## config.mk

```make
export PLATFORM = sky130hd
export DESIGN_NAME = hic_top
export DESIGN_NICKNAME = d
export VERILOG_FILES = /design/src/pkg/hic_pkg.sv /design/src/verilog/hic_sync.sv /design/src/verilog/hic_fifo.sv /design/src/verilog/hic_top.sv
export SDC_FILE = /design/constraint.sdc
export NUM_CORES = 1
export LEC_CHECK = 0
export ABC_AREA = 1
export BUFFER_PORTS_ARGS = -buffer_cell sky130_fd_sc_hd__buf_4
export CELL_PAD_IN_SITES_DETAIL_PLACEMENT = 0
export CELL_PAD_IN_SITES_GLOBAL_PLACEMENT = 1
export CORE_MARGIN = 8
export CORE_UTILIZATION = 48
export CTS_CLUSTER_SIZE = 24
export DETAILED_ROUTE_END_ITERATION = 8
export GPL_TIMING_DRIVEN = 0
export HOLD_SLACK_MARGIN = 0.15
export PLACE_DENSITY_LB_ADDON = 0.1
export SLEW_MARGIN = 30
export SYNTH_ARGS = -nofsm -noshare
export SYNTH_HDL_FRONTEND = slang
export SYNTH_SLANG_ARGS = --single-unit
```

## constraint.sdc

```tcl
create_clock -name clk_in -period 4.65 [get_ports clk_in]
set_clock_uncertainty 0.2 [all_clocks]
set_input_delay 0.2325 -clock clk_in [delete_from_list [all_inputs] [get_ports clk_in]]
set_output_delay 0.2325 -clock clk_in [all_outputs]
set_load 0.02 [all_outputs]
```

## src/pkg/hic_pkg.sv

```systemverilog
package hic_pkg;
   localparam int         BYTE_W      = 8;
   localparam int         FIFO_DEPTH  = 12;
   localparam int         FIFO_AW     = 4;
   localparam int         CNT_W       = 16;
   localparam int         LEG_CNT_W   = 15;
   localparam int         ADDR_W      = 5;
   localparam int         SRST_BIT    = 2;
   // sub-CPU write offsets
   localparam logic [4:0] W_STAT_OUT  = 5'h00;
   localparam logic [4:0] W_CONTROL   = 5'h01;
   localparam logic [4:0] W_CNT_LO    = 5'h02;
   localparam logic [4:0] W_CNT_HI    = 5'h03;
   localparam logic [4:0] W_TRIGGER   = 5'h04;
   localparam logic [4:0] W_ACK       = 5'h05;
   // sub-CPU read offsets
   localparam logic [4:0] R_CMD_IN    = 5'h00;
   localparam logic [4:0] R_STATUS    = 5'h01;
   localparam logic [4:0] R_CNT_LO    = 5'h02;
   localparam logic [4:0] R_CNT_HI    = 5'h03;
   localparam logic [4:0] R_SECTOR    = 5'h0f;
   localparam logic [4:0] R_SUBCODE   = 5'h13;
   localparam logic [4:0] R_PKT_CMD   = 5'h1a;
   localparam logic [4:0] R_DEVCTL    = 5'h1c;
   localparam logic [7:0] EMPTY_READ  = 8'hff;
   localparam logic [7:0] DIAG_CMD    = 8'h90;
   localparam logic [7:0] ZERO_BYTE   = 8'h00;
   localparam logic [9:0] PIN_IDLE    = 10'h3ff;
   localparam logic [15:0] CNT_RESET  = 16'h0000;
   localparam logic [15:0] CNT_STEP   = 16'h0001;

   typedef struct packed {
      logic cmd_irq_mask;
      logic data_end_irq_mask;
      logic sector_irq_mask;
      logic command_break_disable;
      logic data_wait_disable;
      logic status_wait_disable;
      logic data_output_enable;
      logic status_output_enable;
   } hic_ctrl_t;

   typedef struct packed {
      logic command_flag;
      logic data_end_flag;
      logic sector_ready_flag;
      logic subcode_ready_flag;
      logic data_xfer_busy;
      logic reset_or_status_busy;
      logic data_ready_line;
      logic status_ready_line;
   } hic_stat_t;
endpackage

```

## src/verilog/hic_sync.sv

```systemverilog
`timescale 1ns/10ps
module hic_sync #(
   parameter int         W   = 10,
   parameter logic [9:0] RST = hic_pkg::PIN_IDLE
) (
   // clock and reset
   input  wire logic         clk_in,
   input  wire logic         rst_n_in,
   // async level in, synced level out
   input  wire logic [W-1:0] async_in,
   output logic      [W-1:0] sync_out
);
   logic [W-1:0] meta_r;

   always_ff @(posedge clk_in or negedge rst_n_in) begin
      if (!rst_n_in) begin
         meta_r   <= RST[W-1:0];
         sync_out <= RST[W-1:0];
      end else begin
         meta_r   <= async_in;
         sync_out <= meta_r;
      end
   end
endmodule

```

## src/verilog/hic_fifo.sv

```systemverilog
`timescale 1ns/10ps
module hic_fifo #(
   parameter int W  = hic_pkg::BYTE_W,
   parameter int D  = hic_pkg::FIFO_DEPTH,
   parameter int AW = hic_pkg::FIFO_AW
) (
   // clock and reset
   input  wire logic          clk_in,
   input  wire logic          rst_n_in,
   // control
   input  wire logic          push_in,
   input  wire logic          pop_in,
   input  wire logic          flush_in,
   input  wire logic [W-1:0]  data_in,
   // state
   output logic      [W-1:0]  head_out,
   output logic               empty_out,
   output logic               full_out,
   output logic      [AW:0]   count_out
);
   localparam logic [AW-1:0] LAST = AW'(D - 1);
   localparam logic [AW:0]   FULL = (AW + 1)'(D);

   logic [W-1:0]  mem_r [D];
   logic [AW-1:0] rd_r;
   logic [AW-1:0] wr_r;
   wire           do_push = push_in && !full_out && !flush_in;
   wire           do_pop  = pop_in && !empty_out && !flush_in;

   assign head_out  = mem_r[rd_r];
   assign empty_out = (count_out == '0);
   assign full_out  = (count_out == FULL);

   always_ff @(posedge clk_in) begin
      if (do_push) begin
         mem_r[wr_r] <= data_in;
      end
   end

   always_ff @(posedge clk_in or negedge rst_n_in) begin
      if (!rst_n_in) begin
         rd_r      <= '0;
         wr_r      <= '0;
         count_out <= '0;
      end else if (flush_in) begin
         rd_r      <= '0;
         wr_r      <= '0;
         count_out <= '0;
      end else begin
         if (do_push) begin
            wr_r <= (wr_r == LAST) ? '0 : wr_r + 1'b1;
         end
         if (do_pop) begin
            rd_r <= (rd_r == LAST) ? '0 : rd_r + 1'b1;
         end
         count_out <= count_out + {{AW{1'b0}}, do_push} - {{AW{1'b0}}, do_pop};
      end
   end
endmodule

```

## src/verilog/hic_top.sv

```systemverilog
`timescale 1ns/10ps
// Operation
// - twelve-byte status FIFO, writes start transfer
// - status line falls at once without wait
// - status wait holds line until data high
// - packet bytes only in packet mode, triggered
// - twelve-byte command FIFO, empty reads FFH
// - control cleared at reset, ATAPI uses 7..5
// - bits 7..5 mask interrupts, flags untouched
// - host command write breaks transfers, no flag
// - data waits for status unless bit 3
// - status waits for data unless bit 2
// - bit 1 enables data, zero aborts
// - bit 0 enables status, zero flushes
// - ATAPI status uses bits 7..2 only
// - command flag from command write or FIFO
// - data-end flag set on end, ack clears
// - sector and subcode flags clear on read
// - busy set by trigger, cleared at end
// - soft reset flag, unmaskable interrupt
// - legacy bit 2 shows status transfer busy
// - bits 1..0 mirror lines after host access
// - counter 16 bits, legacy 15 plus flag
// - counter decrements per host read/mem write
module hic_top (
   // clock and reset
   input  wire logic        clk_in,
   input  wire logic        rst_n_in,
   // sub-CPU register port
   input  wire logic [4:0]  addr_in,
   input  wire logic [7:0]  wdata_in,
   input  wire logic        wr_in,
   input  wire logic        rd_in,
   output logic      [7:0]  rdata_out,
   output logic             irq_out,
   // mode
   input  wire logic        atapi_mode_in,
   input  wire logic        packet_mode_in,
   input  wire logic        drive_sel_in,
   // ATAPI task file events
   input  wire logic        ata_cmd_wr_in,
   input  wire logic        ata_devctl_wr_in,
   input  wire logic        ata_pkt_wr_in,
   input  wire logic [7:0]  ata_data_in,
   // legacy host pins
   input  wire logic        host_rd_n_in,
   input  wire logic        host_wr_n_in,
   input  wire logic [7:0]  host_data_in,
   output logic      [7:0]  host_data_out,
   output logic             host_data_oe_out,
   output logic             status_ready_line_n_out,
   output logic             data_ready_line_n_out,
   // buffer memory side
   input  wire logic [7:0]  mem_data_in,
   input  wire logic        mem_byte_wr_in,
   input  wire logic        mem_xfer_done_in,
   // decoder side
   input  wire logic        sector_ready_in,
   input  wire logic        subcode_ready_in,
   input  wire logic [7:0]  sector_status_in,
   input  wire logic [7:0]  subcode_high_in
);
   logic              rst_m_r;
   logic              rst_n;
   logic [9:0]        hsync;
   logic              hrd_d_r;
   logic              hwr_d_r;
   logic              sel_status_r;
   hic_pkg::hic_ctrl_t ctrl_r;
   logic [15:0]       cnt_r;
   logic              data_busy_r;
   logic              status_busy_r;
   logic              cmd_flag_r;
   logic              dte_r;
   logic              sector_r;
   logic              subcode_r;
   logic              srst_r;
   logic [1:0]        mirror_r;
   logic [7:0]        pkt_cmd_r;
   logic [7:0]        devctl_r;
   logic [7:0]        stat_head;
   logic              stat_empty;
   logic [4:0]        stat_count;
   logic [7:0]        cmd_head;
   logic              cmd_empty;
   logic              cmd_full;
   logic [4:0]        cmd_count;

   // reset release through two flops
   always_ff @(posedge clk_in or negedge rst_n_in) begin
      if (!rst_n_in) begin
         rst_m_r <= 1'b0;
         rst_n   <= 1'b0;
      end else begin
         rst_m_r <= 1'b1;
         rst_n   <= rst_m_r;
      end
   end

   hic_sync #(.W(10), .RST(hic_pkg::PIN_IDLE)) u_pins (
      .clk_in   (clk_in),
      .rst_n_in (rst_n),
      .async_in ({host_rd_n_in, host_wr_n_in, host_data_in}),
      .sync_out (hsync)
   );

   // decode
   wire       legacy     = !atapi_mode_in;
   wire       hrd_n      = hsync[9];
   wire       hwr_n      = hsync[8];
   wire [7:0] hdata      = hsync[7:0];
   wire       h_rd_start = legacy && hrd_d_r && !hrd_n;
   wire       h_rd_done  = legacy && !hrd_d_r && hrd_n;
   wire       h_wr_done  = legacy && !hwr_d_r && hwr_n;
   wire       wr_stat    = wr_in && (addr_in == hic_pkg::W_STAT_OUT);
   wire       wr_ctrl    = wr_in && (addr_in == hic_pkg::W_CONTROL);
   wire       wr_cnt_lo  = wr_in && (addr_in == hic_pkg::W_CNT_LO);
   wire       wr_cnt_hi  = wr_in && (addr_in == hic_pkg::W_CNT_HI);
   wire       wr_trig    = wr_in && (addr_in == hic_pkg::W_TRIGGER);
   wire       wr_ack     = wr_in && (addr_in == hic_pkg::W_ACK);
   wire       rd_cmd     = rd_in && (addr_in == hic_pkg::R_CMD_IN);
   wire       rd_sector  = rd_in && (addr_in == hic_pkg::R_SECTOR);
   wire       rd_subcode = rd_in && (addr_in == hic_pkg::R_SUBCODE);
   wire       rd_pkt_cmd = rd_in && (addr_in == hic_pkg::R_PKT_CMD);
   wire       rd_devctl  = rd_in && (addr_in == hic_pkg::R_DEVCTL);

   // low control bits act only in legacy mode
   wire ctrl_wr_leg = wr_ctrl && legacy;
   wire brk = h_wr_done && !ctrl_r.command_break_disable;
   wire data_abort = ctrl_wr_leg && !wdata_in[1];
   wire stat_flush = (ctrl_wr_leg && !wdata_in[0]) || brk;

   // legacy counts 15 bits, bit 15 is not part of the count
   wire [15:0] cnt_m = legacy ? {1'b0, cnt_r[hic_pkg::LEG_CNT_W-1:0]} : cnt_r;
   wire        cnt_zero = (cnt_m == hic_pkg::CNT_RESET);
   wire        host_data_rd = h_rd_done && !sel_status_r;
   wire dec_en = data_busy_r && !cnt_zero && (host_data_rd || mem_byte_wr_in);
   wire xfer_end = data_busy_r && cnt_zero && !wr_trig && !brk && !data_abort;

   // packet bytes accepted only in ATAPI packet mode and when triggered
   wire pkt_push = atapi_mode_in && packet_mode_in && data_busy_r && ata_pkt_wr_in;
   wire pkt_full_evt = pkt_push && !cmd_full &&
                       (cmd_count == 5'(hic_pkg::FIFO_DEPTH - 1));
   wire cmd_push = h_wr_done || pkt_push;
   wire [7:0] cmd_din = legacy ? hdata : ata_data_in;
   wire stat_push = wr_stat;
   wire stat_pop = h_rd_done && sel_status_r;
   wire stat_pop_last = stat_pop && (stat_count == 5'h01);

   wire cmd_set = atapi_mode_in && ata_cmd_wr_in &&
                  (drive_sel_in || ata_data_in == hic_pkg::DIAG_CMD);
   wire cmd_bit = legacy ? !cmd_empty : cmd_flag_r;
   wire dte_set = xfer_end || pkt_full_evt || (atapi_mode_in && mem_xfer_done_in);
   wire srst_set = atapi_mode_in && ata_devctl_wr_in && ata_data_in[hic_pkg::SRST_BIT];
   wire srst_bit = atapi_mode_in && srst_r;

   // interlocked line levels, low means ready
   wire data_line_nxt = !(legacy && ctrl_r.data_output_enable && data_busy_r && !cnt_zero
                          && (ctrl_r.data_wait_disable || !status_busy_r));
   wire stat_line_nxt = !(legacy && ctrl_r.status_output_enable && !stat_empty
                          && (ctrl_r.status_wait_disable || data_ready_line_n_out));
   wire irq_nxt = (cmd_bit && ctrl_r.cmd_irq_mask) || (dte_r && ctrl_r.data_end_irq_mask)
                  || (sector_r && ctrl_r.sector_irq_mask) || srst_bit;

   hic_pkg::hic_stat_t stat_byte;
   assign stat_byte.command_flag         = cmd_bit;
   assign stat_byte.data_end_flag        = dte_r;
   assign stat_byte.sector_ready_flag    = sector_r;
   assign stat_byte.subcode_ready_flag   = subcode_r;
   assign stat_byte.data_xfer_busy       = data_busy_r;
   assign stat_byte.reset_or_status_busy = atapi_mode_in ? srst_r : status_busy_r;
   assign stat_byte.data_ready_line      = legacy && mirror_r[1];
   assign stat_byte.status_ready_line    = legacy && mirror_r[0];

   wire [7:0] cnt_hi_rd = legacy ? {dte_r, cnt_r[14:8]} : cnt_r[15:8];
   wire [7:0] rdata_nxt =
      (addr_in == hic_pkg::R_CMD_IN)  ? (cmd_empty ? hic_pkg::EMPTY_READ : cmd_head) :
      (addr_in == hic_pkg::R_STATUS)  ? stat_byte :
      (addr_in == hic_pkg::R_CNT_LO)  ? cnt_r[7:0] :
      (addr_in == hic_pkg::R_CNT_HI)  ? cnt_hi_rd :
      (addr_in == hic_pkg::R_SECTOR)  ? sector_status_in :
      (addr_in == hic_pkg::R_SUBCODE) ? subcode_high_in :
      (addr_in == hic_pkg::R_PKT_CMD) ? pkt_cmd_r :
      (addr_in == hic_pkg::R_DEVCTL)  ? devctl_r : hic_pkg::ZERO_BYTE;

   wire [15:0] cnt_nxt = wr_cnt_lo ? {cnt_r[15:8], wdata_in} :
                         wr_cnt_hi ? {wdata_in, cnt_r[7:0]} :
                         dec_en    ? cnt_r - hic_pkg::CNT_STEP : cnt_r;

   hic_fifo u_stat_fifo (
      .clk_in    (clk_in),
      .rst_n_in  (rst_n),
      .push_in   (stat_push),
      .pop_in    (stat_pop),
      .flush_in  (stat_flush),
      .data_in   (wdata_in),
      .head_out  (stat_head),
      .empty_out (stat_empty),
      .full_out  (),
      .count_out (stat_count)
   );

   hic_fifo u_cmd_fifo (
      .clk_in    (clk_in),
      .rst_n_in  (rst_n),
      .push_in   (cmd_push),
      .pop_in    (rd_cmd),
      .flush_in  (1'b0),
      .data_in   (cmd_din),
      .head_out  (cmd_head),
      .empty_out (cmd_empty),
      .full_out  (cmd_full),
      .count_out (cmd_count)
   );

   // control and counter
   always_ff @(posedge clk_in or negedge rst_n) begin
      if (!rst_n) begin
         ctrl_r <= '0;
         cnt_r  <= hic_pkg::CNT_RESET;
      end else begin
         if (wr_ctrl) begin
            ctrl_r <= hic_pkg::hic_ctrl_t'(wdata_in);
         end
         cnt_r <= cnt_nxt;
      end
   end

   // transfer state; a set wins over a clear in the same cycle
   always_ff @(posedge clk_in or negedge rst_n) begin
      if (!rst_n) begin
         data_busy_r   <= 1'b0;
         status_busy_r <= 1'b0;
      end else begin
         data_busy_r   <= (data_busy_r && !(xfer_end || data_abort || brk)) || wr_trig;
         status_busy_r <= (status_busy_r && !(stat_pop_last || stat_flush))
                          || (wr_stat && legacy);
      end
   end

   // event flags
   always_ff @(posedge clk_in or negedge rst_n) begin
      if (!rst_n) begin
         cmd_flag_r <= 1'b0;
         dte_r      <= 1'b0;
         sector_r   <= 1'b0;
         subcode_r  <= 1'b0;
         srst_r     <= 1'b0;
      end else begin
         cmd_flag_r <= (cmd_flag_r && !rd_pkt_cmd) || cmd_set;
         dte_r      <= (dte_r && !wr_ack) || dte_set;
         sector_r   <= (sector_r && !rd_sector) || sector_ready_in;
         subcode_r  <= (subcode_r && !rd_subcode) || subcode_ready_in;
         srst_r     <= (srst_r && !rd_devctl) || srst_set;
      end
   end

   // host pin side
   always_ff @(posedge clk_in or negedge rst_n) begin
      if (!rst_n) begin
         hrd_d_r                 <= 1'b1;
         hwr_d_r                 <= 1'b1;
         sel_status_r            <= 1'b0;
         mirror_r                <= 2'h3;
         host_data_out           <= hic_pkg::ZERO_BYTE;
         host_data_oe_out        <= 1'b0;
         status_ready_line_n_out <= 1'b1;
         data_ready_line_n_out   <= 1'b1;
      end else begin
         hrd_d_r                 <= hrd_n;
         hwr_d_r                 <= hwr_n;
         host_data_oe_out        <= legacy && !hrd_n;
         status_ready_line_n_out <= stat_line_nxt;
         data_ready_line_n_out   <= data_line_nxt;
         if (h_rd_start) begin
            sel_status_r  <= !status_ready_line_n_out;
            host_data_out <= status_ready_line_n_out ? mem_data_in : stat_head;
         end
         if (h_rd_done || h_wr_done) begin
            mirror_r <= {data_ready_line_n_out, status_ready_line_n_out};
         end
      end
   end

   // register read data and interrupt
   always_ff @(posedge clk_in or negedge rst_n) begin
      if (!rst_n) begin
         rdata_out <= hic_pkg::ZERO_BYTE;
         irq_out   <= 1'b0;
         pkt_cmd_r <= hic_pkg::ZERO_BYTE;
         devctl_r  <= hic_pkg::ZERO_BYTE;
      end else begin
         rdata_out <= rd_in ? rdata_nxt : hic_pkg::ZERO_BYTE;
         irq_out   <= irq_nxt;
         if (ata_cmd_wr_in) begin
            pkt_cmd_r <= ata_data_in;
         end
         if (ata_devctl_wr_in) begin
            devctl_r <= ata_data_in;
         end
      end
   end
endmodule

```

==> results.md, run 1 <==
- Cell family with most CP delay: simple AND/OR/NAND/NOR gates
- Via density per instance: 5.36
- Post-Route WL: 38000 µm
- Drt wl/cell: 19.3 µm
- Max IR drop VDD: 0.268 mV
- EDFF count, synth: 192
- FF+latch count, synth: 312
- Crit path depth: 19
- Post-synthesis compound-gate area fraction: 9.45%
- Type of element capturing the critical path: flip-flop
- R2R cell count: 16
- Core Util, Final: 59.6%
- Synth top area share: 41.4%
- Final setup viols: 0
- CP Launch Type: input port
- Die area: 34700 µm²
- IO Port Bufs: 88
- Hold Path Depth: 0
- Vias: 10500
- CTS tree: yes
- Iter 0 DRT Violations: 931
- Slew margin rel.: 35.6%
- Hpwl dp: 26300 µm
- Initial Utilization: 48.7%
- Die width: 186 µm
- Worst-Margin Slew: 0.962 ns
- Mapped Area: 13900 µm²
- Vias in the first global route: 10700
- Top cell type by total area after synthesis: edfxtp_1
- Final Hold Vio Count: 0
- Initial antenna violation count: 0
- PwrDens: 456 nW/µm²
- Num rows: 62
- Max-cap viol count: 0
- Clock buffer depth: 3
- Antenna Nets Post-Route: 0
- Clk sinks: 312
- Global Route Usage Sum: 21.6%
- Worst EP arrival: 3.64 ns
- Max Slew Vio Count: 0
- Drt first pass iters: 5
- Lkg Pwr: 6.87 nW
- Worst Path Buf+Inv: 6
- Total grt overflow: 0
- Die H: 186 µm
- Global-route wire length before repair: 59900 µm
- Clock Root Buffer: clkbuf_16
- Synth Warn #: 0
- Fin crit share: 74.4%
- Synth top area cells: edfxtp_1, dfrtp_1, nand2_1
- Simple logic cell fraction of the synthesized area: 18.3%
- Area Overhead vs Synth: 22.4%
- Synthesized net count: 1450
- Largest family of logic cells by synthesized area: simple AND/OR/NAND/NOR gates
- Setup TNS: 0 ns
- Total CTS buffers: 35
- Post-synthesis instance total: 1352
- Non-Filler Instances: 1963
- Cell variety after synth: 48
- Boundary Pins: 89
- DRC viols: 0
- Core area: 28600 µm²
- Hold slack: 0.150 ns
- Fmax: 289 MHz
- Critical path's most frequent cell: nor2_1
- Place WS: 1.23 ns
- Crit-path cells: dlygate4sd3_1 -> buf_4 -> buf_2 -> nor2_1 -> nand2_1 -> or2_2 -> nand2_2 -> nor2_1 -> ha_1 -> inv_1 -> ha_1 -> inv_1 -> fa_1 -> inv_1 -> a21oi_1 -> nor2_1 -> nor2_1 -> xor2_1 -> nor2_1
- Synth Area in Adders: 2.71%
- RD Place Congestion: 0.872
- Nets@finish: 1649
- Placed instance count: 1827
- Commonest non-fill, non-tap cell in the layout: nand2_1
- Clock slew at reported path FFs: 0.06 ns
- Largest net degree at the start of global routing: 49
- Status: complete, no violations
- Worst Setup Slack, final: 1.19 ns
- Crit Path Class: input port to flip-flop
- Hold WC Path Type: flip-flop to flip-flop
- Post-Synth XOR/XNOR Area: 0.943%
- Layout cells sized above 1: 15.0%
- Most frequent cells in the layout: nand2_1, edfxtp_1, nor2_1, o21ai_0
- RSZ-0062 raised after global routing: no
- Syn Area/Cell: 10.3 µm²
- Clk_lat worst skew: 0.52 ns
- FFs w/ async S/R, synth: 38.5%
- CP max FO: 10
- Worst path max stage delay: 0.53 ns
- Worst path required time: 4.83 ns
- Slowest cell on the critical path: dlygate4sd3_1
- Post-synth top flop: edfxtp_1
- Post-synthesis mux area share: 0.970%
- H-tree depth: 2
- Sequential element share of the synthesized area: 63.2%
- Period minus WS final: 3.46 ns
cells by family (layout without fill, tap and decap cells):
kind of cell / count (synthesis) / count (layout)
AND/OR/NAND/NOR: 593 / 593
flip-flops: 312 / 312
AO/OA/AOI/OAI: 232 / 232
buffers and inverters: 158 / 384
adder cells (fa/ha/maj): 29 / 29
XOR/XNOR: 15 / 15
multiplexers: 12 / 12
other: 1 / 2
final cells by class:
class,count,area (µm²)
buffer,52,223
timing repair buffer,162,1440
fill,2407,11600
antenna,1,2.50
tap,384,480
inverter,106,398
multi-input combinational,882,4570
sequential,312,8800
clock buffer,52,991
clock inverter,12,156
sequential cells by signal, summed over array words and instances, names as in the netlist, 2 cells and up:
register               flops
cnt_r                     16
ctrl_r                     8
devctl_r                   8
host_data_out              8
mirror_r                   2
pkt_cmd_r                  8
rdata_out                  8
u_cmd_fifo.count_out       5
u_cmd_fifo.mem_r          96
u_cmd_fifo.rd_r            4
u_cmd_fifo.wr_r            4
u_pins.meta_r             10
u_pins.sync_out           10
u_stat_fifo.count_out      5
u_stat_fifo.mem_r         96
u_stat_fifo.rd_r           4
u_stat_fifo.wr_r           4
where the power goes:
group          switching [mW]  internal, mW
Clock                    1.09          1.65
Combinational            1.05         0.597
Sequential              0.199          3.19
synth_stat cells (all sizes together), types with 22 or more instances:
master	number
nand3	102
a21oi	32
dfrtp	94
o21ai	137
ha	27
edfxtp	192
clkbuf	38
o22ai	22
nand2	255
inv	103
o211ai	22
nor2	190
dfstp	26
what timing repair did:
item	CTS	global route
setup buffers	0	0
hold endpoints to repair	208	0
endpoints found under the setup margin	0	0
gates resized for setup	0	0
hold buffers	71	0
path summary, 6_finish.rpt:
| kind | from | end | slack, ns |
|---|---|---|---|
| worst max-delay path | atapi_mode_in | u_stat_fifo.count_out[4] | 1.19 |
| worst min-delay path | rst_m_r | rst_n | 0.15 |
| worst max register to register | hwr_d_r | u_stat_fifo.count_out[4] | 1.32 |
| worst min register to register | rst_m_r | rst_n | 0.15 |
| max in group asynchronous | rst_n | hwr_d_r | 3.73 |
| min in group asynchronous | rst_n | u_pins.meta_r[9] | 0.19 |
per-stage QoR:
step	total power, mW	cell area, µm²
final	7.78	17100
after global routing	8.20	17100
after global placement	4.98	15100
after detailed placement	5.03	15200
after floorplan	4.47	13900
after CTS	7.84	17000
layer usage:
layer  global-route usage (%)  wire, µm
met3                     4.08      2540
met5                        0         0
met4                     5.08       646
met2                     34.9     17900
met1                     29.8     16900
(Power assumes the default switching activity.)
==> run 2, diff against run 1 <==
clock period = 3.2 ns   (was 4.65 ns; I/O delays follow)
==> run 2 against run 1 <==
Net effect: count of clock-buffer cells in the layout up 2; clock power rose by 40%; wire length grew 1.4%; worst hold slack about the same; non-clock buffer count up 23; sequential power up 45%; sequential share of layout area shrank 0.58 points; register-to-register slack got worse by 1.1 ns; largest cell class unchanged.
==> results.md, run 2 (same netlist as run 1, synthesis figures left out) <==
- Slowest cell on the critical path: dlygate4sd3_1
- Clock slew at reported path FFs: 0.07 ns (about the same)
- Total CTS buffers: 34 (-2.9%)
- M1 wire length: 17500 µm (+4.0%)
- Post-CTS setup buffers: 0 (unchanged)
- Die area: 34700 µm² (unchanged)
- Worst-Margin Slew: 0.992 ns (+0.0306 ns)
- Antenna Nets Post-Route: 0 (unchanged)
- CTS tree: yes
- Boundary Pins: 89 (unchanged)
- Lkg Pwr: 6.95 nW (+1.1%)
- Global Route Usage Sum: 22.0% (+0.37 points)
- Biggest regs: u_cmd_fifo.mem_r (96), u_stat_fifo.mem_r (96), cnt_r (16)
- Initial Utilization: 48.7% (unchanged)
- Final Hold Vio Count: 0 (unchanged)
- Worst path max stage delay: 0.54 ns (about the same)
- Hold slack: 0.150 ns (-0.0000800 ns)
- Largest net degree at the start of global routing: 47 (-4.1%)
- Ant diodes: 0 (-1)
- Type of element capturing the critical path: flip-flop
- Period minus WS final: 3.03 ns
- Iter 0 DRT Violations: 757 (-19%)
- Worst EP arrival: 3.26 ns (-0.38 ns)
- Clk_lat worst skew: 0.51 ns (about the same)
- IO Port Bufs: 88 (unchanged)
- Commonest non-fill, non-tap cell in the layout: nand2_1
- H-tree depth: 2 (unchanged)
- Die width: 186 µm (unchanged)
- Vias: 10600 (+0.48%)
- Slew margin rel.: 33.6% (-2.0 points)
- Nets@finish: 1671 (+1.3%)
- Hold WC Path Type: flip-flop to async pin
- Clock buffer depth: 3 (unchanged)
- Post-Route WL: 38500 µm (+1.4%)
- Area Overhead vs Synth: 23.8%
- Initial antenna violation count: 0 (unchanged)
- Die H: 186 µm (unchanged)
- Worst path required time: 3.43 ns (-1.40 ns)
- Placed cell areas: 15200 µm² (+0.13%)
- Final setup viols: 0 (unchanged)
- Status: complete, no violations
- Total chip power: 11.2 mW (+44%)
- Worst Path Buf+Inv: 5 (-1)
- Most frequent cells in the layout: nand2_1, edfxtp_1, nor2_1, o21ai_0
- Setup TNS: 0 ns (unchanged)
- CP Launch Type: input port
- Clock Root Buffer: clkbuf_16
- Num rows: 62 (unchanged)
- Storage cell area: 8800 µm² (unchanged)
- DRC viols: 0 (unchanged)
- Drt first pass iters: 5 (unchanged)
- Clk sinks: 312 (unchanged)
- Crit Path Class: input port to flip-flop
- Placed instance count: 1829 (+0.11%)
- Detail Route met2 WL: 17800 µm (-0.90%)
- Non-Filler Instances: 1982 (+0.97%)
- PwrDens: 649 nW/µm² (+42%)
- Top sig layer: met4
- Fin crit share: 94.7%
- Max IR drop VDD: 0.456 mV (+70%)
- Global-route wire length before repair: 60500 µm (+0.87%)
- Cell family with most CP delay: buffers and inverters
- Crit. Startpoint: addr_in[2]
- RR Startpoint: u_pins.sync_out[8]
- Layout cells sized above 1: 15.0% (-0.063 points)
- Multi-input logic area: 4600 µm² (+0.71%)
- Crit-path cells: dlygate4sd3_1 -> buf_4 -> nor2_4 -> nand2_4 -> nor2_4 -> inv_2 -> nor2_8 -> nand2_2 -> inv_1 -> ha_1 -> inv_1 -> ha_1 -> fa_1 -> a21oi_1 -> nor2_1 -> nor2_1 -> xor2_1
- # fillers: 2420 (+0.54%)
- R2R setup slack: 0.20 ns (-1.12 ns)
- RD Place Congestion: 0.869 (-0.36%)
- CP max FO: 9 (-1)
- Max Slew Vio Count: 0 (unchanged)
- Max-cap viol count: 0 (unchanged)
- Total grt overflow: 0 (unchanged)
- Met3 routed WL: 2390 µm (-5.9%)
- Via density per instance: 5.34 (-0.49%)
- Drt wl/cell: 19.4 µm (+0.41%)
- Vias in the first global route: 10700 (-0.45%)
- RSZ-0062 raised after global routing: yes
- Post-Layout Inst Area: 17300 µm² (+1.1%)
- Fmax: 330 MHz
- Hpwl dp: 26200 µm (-0.26%)
- Core area: 28600 µm² (unchanged)
-- run 2: timing repair --
action,in CTS,in global routing
pin swaps,0,1
hold buffers,92,0
gates resized for setup,2,7
setup endpoints to repair,2,3
hold endpoints to repair,189,0
-- run 2: area by class of cell --
type	count	share of cell area, %
Sequential cell	312	51.0
Multi-Input combinational cell	882	26.7
Timing Repair Buffer	185	9.57
Clock buffer	54	5.97
Tap cell	384	2.78
Inverter	106	2.33
Buffer	52	1.29
Clock inverter	7	0.370
-- run 2: worst paths after layout --
path / to / cells after the start
hold / removal: devctl_r[1] / 0
hold reg to reg: devctl_r[1] / 0
setup / recovery: u_cmd_fifo.count_out[4] / 17
max in group asynchronous: status_ready_line_n_out / 1
setup reg to reg: u_stat_fifo.count_out[4] / 15
min in group clk_in: u_pins.sync_out[7] / 0
-- run 2: power by group --
part	switching, mW	internal, mW	total (mW)
sequential	0.295	4.63	4.92
clock	1.55	2.29	3.85
combinational	1.53	0.886	2.42
-- run 2: per-layer routing --
metal / track usage [%] / up-vias
met5: 0 / -
met4: 5.97 / 0
met3: 3.47 / 59
met2: 34.7 / 342
met1: 31.2 / 5091
li1: - / 5084
-- run 2: per-stage QoR --
stage                     utilization (%)  setup WS [ns]
after floorplan                         -          0.359
after global placement               52.7         -0.128
after detailed placement             53.1         -0.130
after CTS                            60.2         0.0343
after global routing                 60.3        -0.0269
final                                60.3          0.169
==> run 3, diff against run 2 <==
CORE_UTILIZATION = 52   (was 48)
clock period = 3.9 ns   (was 3.2 ns; I/O delays follow)
==> run 3 against run 2 <==
Net effect: power is 19% lower; wire length is 3.2% lower; non-clock buffer count fell by 1; critical path depth is 1 higher; largest cell class unchanged.
==> results.md, run 3 (same netlist as run 1, synthesis figures left out) <==
- Antenna Nets Post-Route: 0 (unchanged)
- Most frequent cells in the layout: nand2_1, edfxtp_1, nor2_1, o21ai_0
- Die width: 180 µm (-3.6%)
- Fin crit share: 88.7%
- Die H: 180 µm (-3.6%)
- Nets@finish: 1667 (-0.24%)
- Total chip power: 9.02 mW (-19%)
- IO Port Bufs: 88 (unchanged)
- Place WS: 0.523 ns (+0.653 ns)
- Worst EP arrival: 3.74 ns (+0.48 ns)
- Hold WC Path Type: flip-flop to flip-flop
- Clk_lat worst skew: 0.55 ns (+0.04 ns)
- Clock slew at reported path FFs: 0.06 ns (about the same)
- Internal power: 6.31 mW (-19%)
- Largest net degree at the start of global routing: 45 (-4.3%)
- Hpwl dp: 25700 µm (-2.0%)
- Ant diodes: 0 (unchanged)
- Placed cell areas: 15100 µm² (-0.51%)
- Core Util, Final: 64.2% (+3.9 points)
- Iter 0 DRT Violations: 884 (+17%)
- Clk sinks: 312 (unchanged)
- Setup TNS: 0 ns (unchanged)
- Slew margin rel.: 32.9% (-0.68 points)
- Final setup viols: 0 (unchanged)
- Die area: 32300 µm² (-7.0%)
- Layout cells sized above 1: 14.5% (-0.46 points)
- Non-Filler Instances: 1934 (-2.4%)
- Crit Path Class: input port to flip-flop
- Post-cts sizing count: 0 (-2)
- Vias: 10600 (+0.0095%)
- DRC viols: 0 (unchanged)
- Commonest non-fill, non-tap cell in the layout: nand2_1
- Max Slew Vio Count: 0 (unchanged)
- Type of element capturing the critical path: flip-flop
- Total CTS buffers: 31 (-8.8%)
- Worst Setup Slack, final: 0.440 ns (+0.271 ns)
- Placed instance count: 1783 (-2.5%)
- Drt first pass iters: 6 (+1)
- Clock buffer depth: 3 (unchanged)
- CP Launch Type: input port
- Period minus WS final: 3.46 ns
- Boundary Pins: 89 (unchanged)
- Core area: 26700 µm² (-6.9%)
- Post-Route WL: 37300 µm (-3.2%)
- Total grt overflow: 0 (unchanged)
- Clock group share of total power: 33.4% (-1.0 points)
- Initial antenna violation count: 0 (unchanged)
- Worst-Margin Slew: 1.00 ns (+0.0101 ns)
- Clock Root Buffer: clkbuf_16
- CTS tree: yes
- Worst path required time: 4.18 ns (+0.75 ns)
- Final Hold Vio Count: 0 (unchanged)
- Global-route wire length before repair: 59000 µm (-2.4%)
- Post-CTS setup buffers: 0 (unchanged)
- Max IR drop VDD: 0.397 mV (-13%)
- Fmax: 289 MHz
- Global Route Usage Sum: 23.0% (+1.0 points)
- Sw Ratio: 30.0% (-0.21 points)
- Initial Utilization: 52.3% (+3.6 points)
- Post-Layout Inst Area: 17100 µm² (-0.88%)
- Via density per instance: 5.47 (+2.5%)
- CP max FO: 9 (unchanged)
- Num rows: 60 (-3.2%)
- Hold buffer count at CTS: 94 (+2.2%)
- PwrDens: 527 nW/µm² (-19%)
- Status: complete, no violations
- Reg power frac: 44.7% (+0.7 points)
- Hold slack: 0.157 ns (+0.00711 ns)
- Area Overhead vs Synth: 22.7%
- Lkg Pwr: 6.91 nW (-0.49%)
- Biggest regs: u_cmd_fifo.mem_r (96), u_stat_fifo.mem_r (96), cnt_r (16)
- Comb pwr share: 21.9% (+0.3 points)
- RD Place Congestion: 0.874 (+0.53%)
- H-tree depth: 1 (-1)
- Max-cap viol count: 0 (unchanged)
- Net Sw Power: 2.71 mW (-20%)
- Vias in the first global route: 10600 (-0.45%)
- Drt wl/cell: 19.3 µm (-0.76%)
- RSZ-0062 raised after global routing: no
[run 3: cell count changes in the layout (fill, tap and decap cells not counted), moves of 4 or more]
cell and delta:
clkbuf_8 -4, clkbuf_1 -5, clkbuf_16 -6, nor2_1 +5, clkinv_2 +6, bufinv_16 +4
[run 3: critical path: stages]
cell and delay [ns]:
dlygate4sd3_1 0.53, buf_4 0.15, inv_1 0.05, nand2_1 0.07
dlygate4sd3_1 0.60, nor2_4 0.18, inv_2 0.13, nor2_8 0.18
nand2_1 0.16, inv_1 0.20, ha_1 0.15, inv_1 0.04
ha_1 0.21, fa_1 0.43, a21oi_1 0.14, nor2_1 0.06
nor2_1 0.11, xor2_1 0.14
[run 3: area by class of cell]
class,instances,area [µm²]
clock buffer,39,806
sequential,312,8800
multi-input combinational,882,4570
fill,2115,9550
tap,341,427
buffer,52,223
clock inverter,18,216
inverter,106,398
timing repair buffer,184,1660
[run 3: final timing paths]
kind | start | to | slack [ns] | cells after the start
worst min-delay path | u_pins.meta_r[7] | u_pins.sync_out[7] | 0.16 | 0
worst max register to register | hwr_d_r | u_stat_fifo.count_out[4] | 0.57 | 16
worst max-delay path | addr_in[1] | u_cmd_fifo.count_out[4] | 0.44 | 18
max in group asynchronous | rst_n | devctl_r[0] | 2.43 | 1
min in group asynchronous | rst_n | u_pins.meta_r[9] | 0.23 | 0
worst min register to register | u_pins.meta_r[7] | u_pins.sync_out[7] | 0.16 | 0
[run 3: metal layers]
metal / part of all wire [%] / wire length (µm) / global-route usage (%) / up-vias
li1: - / - / - / 5074
met5: 0 / 0 / 0 / -
met3: 5.8 / 2170 / 2.96 / 47
met2: 47 / 17500 / 37.3 / 341
met4: 2.1 / 782 / 6.30 / 0
met1: 45 / 16900 / 32.2 / 5115
[run 3: power groups by stage]
stage / logic [mW] / clock network [mW] / registers (mW)
4_1_cts: 1.97 / 3.04 / 4.03
3_3_place_gp: 1.80 / 0 / 4.11
5_1_grt: 2.25 / 3.18 / 4.06
6_report: 1.97 / 3.01 / 4.03
3_5_place_dp: 1.88 / 0 / 4.10
2_1_floorplan: 1.27 / 0 / 4.06
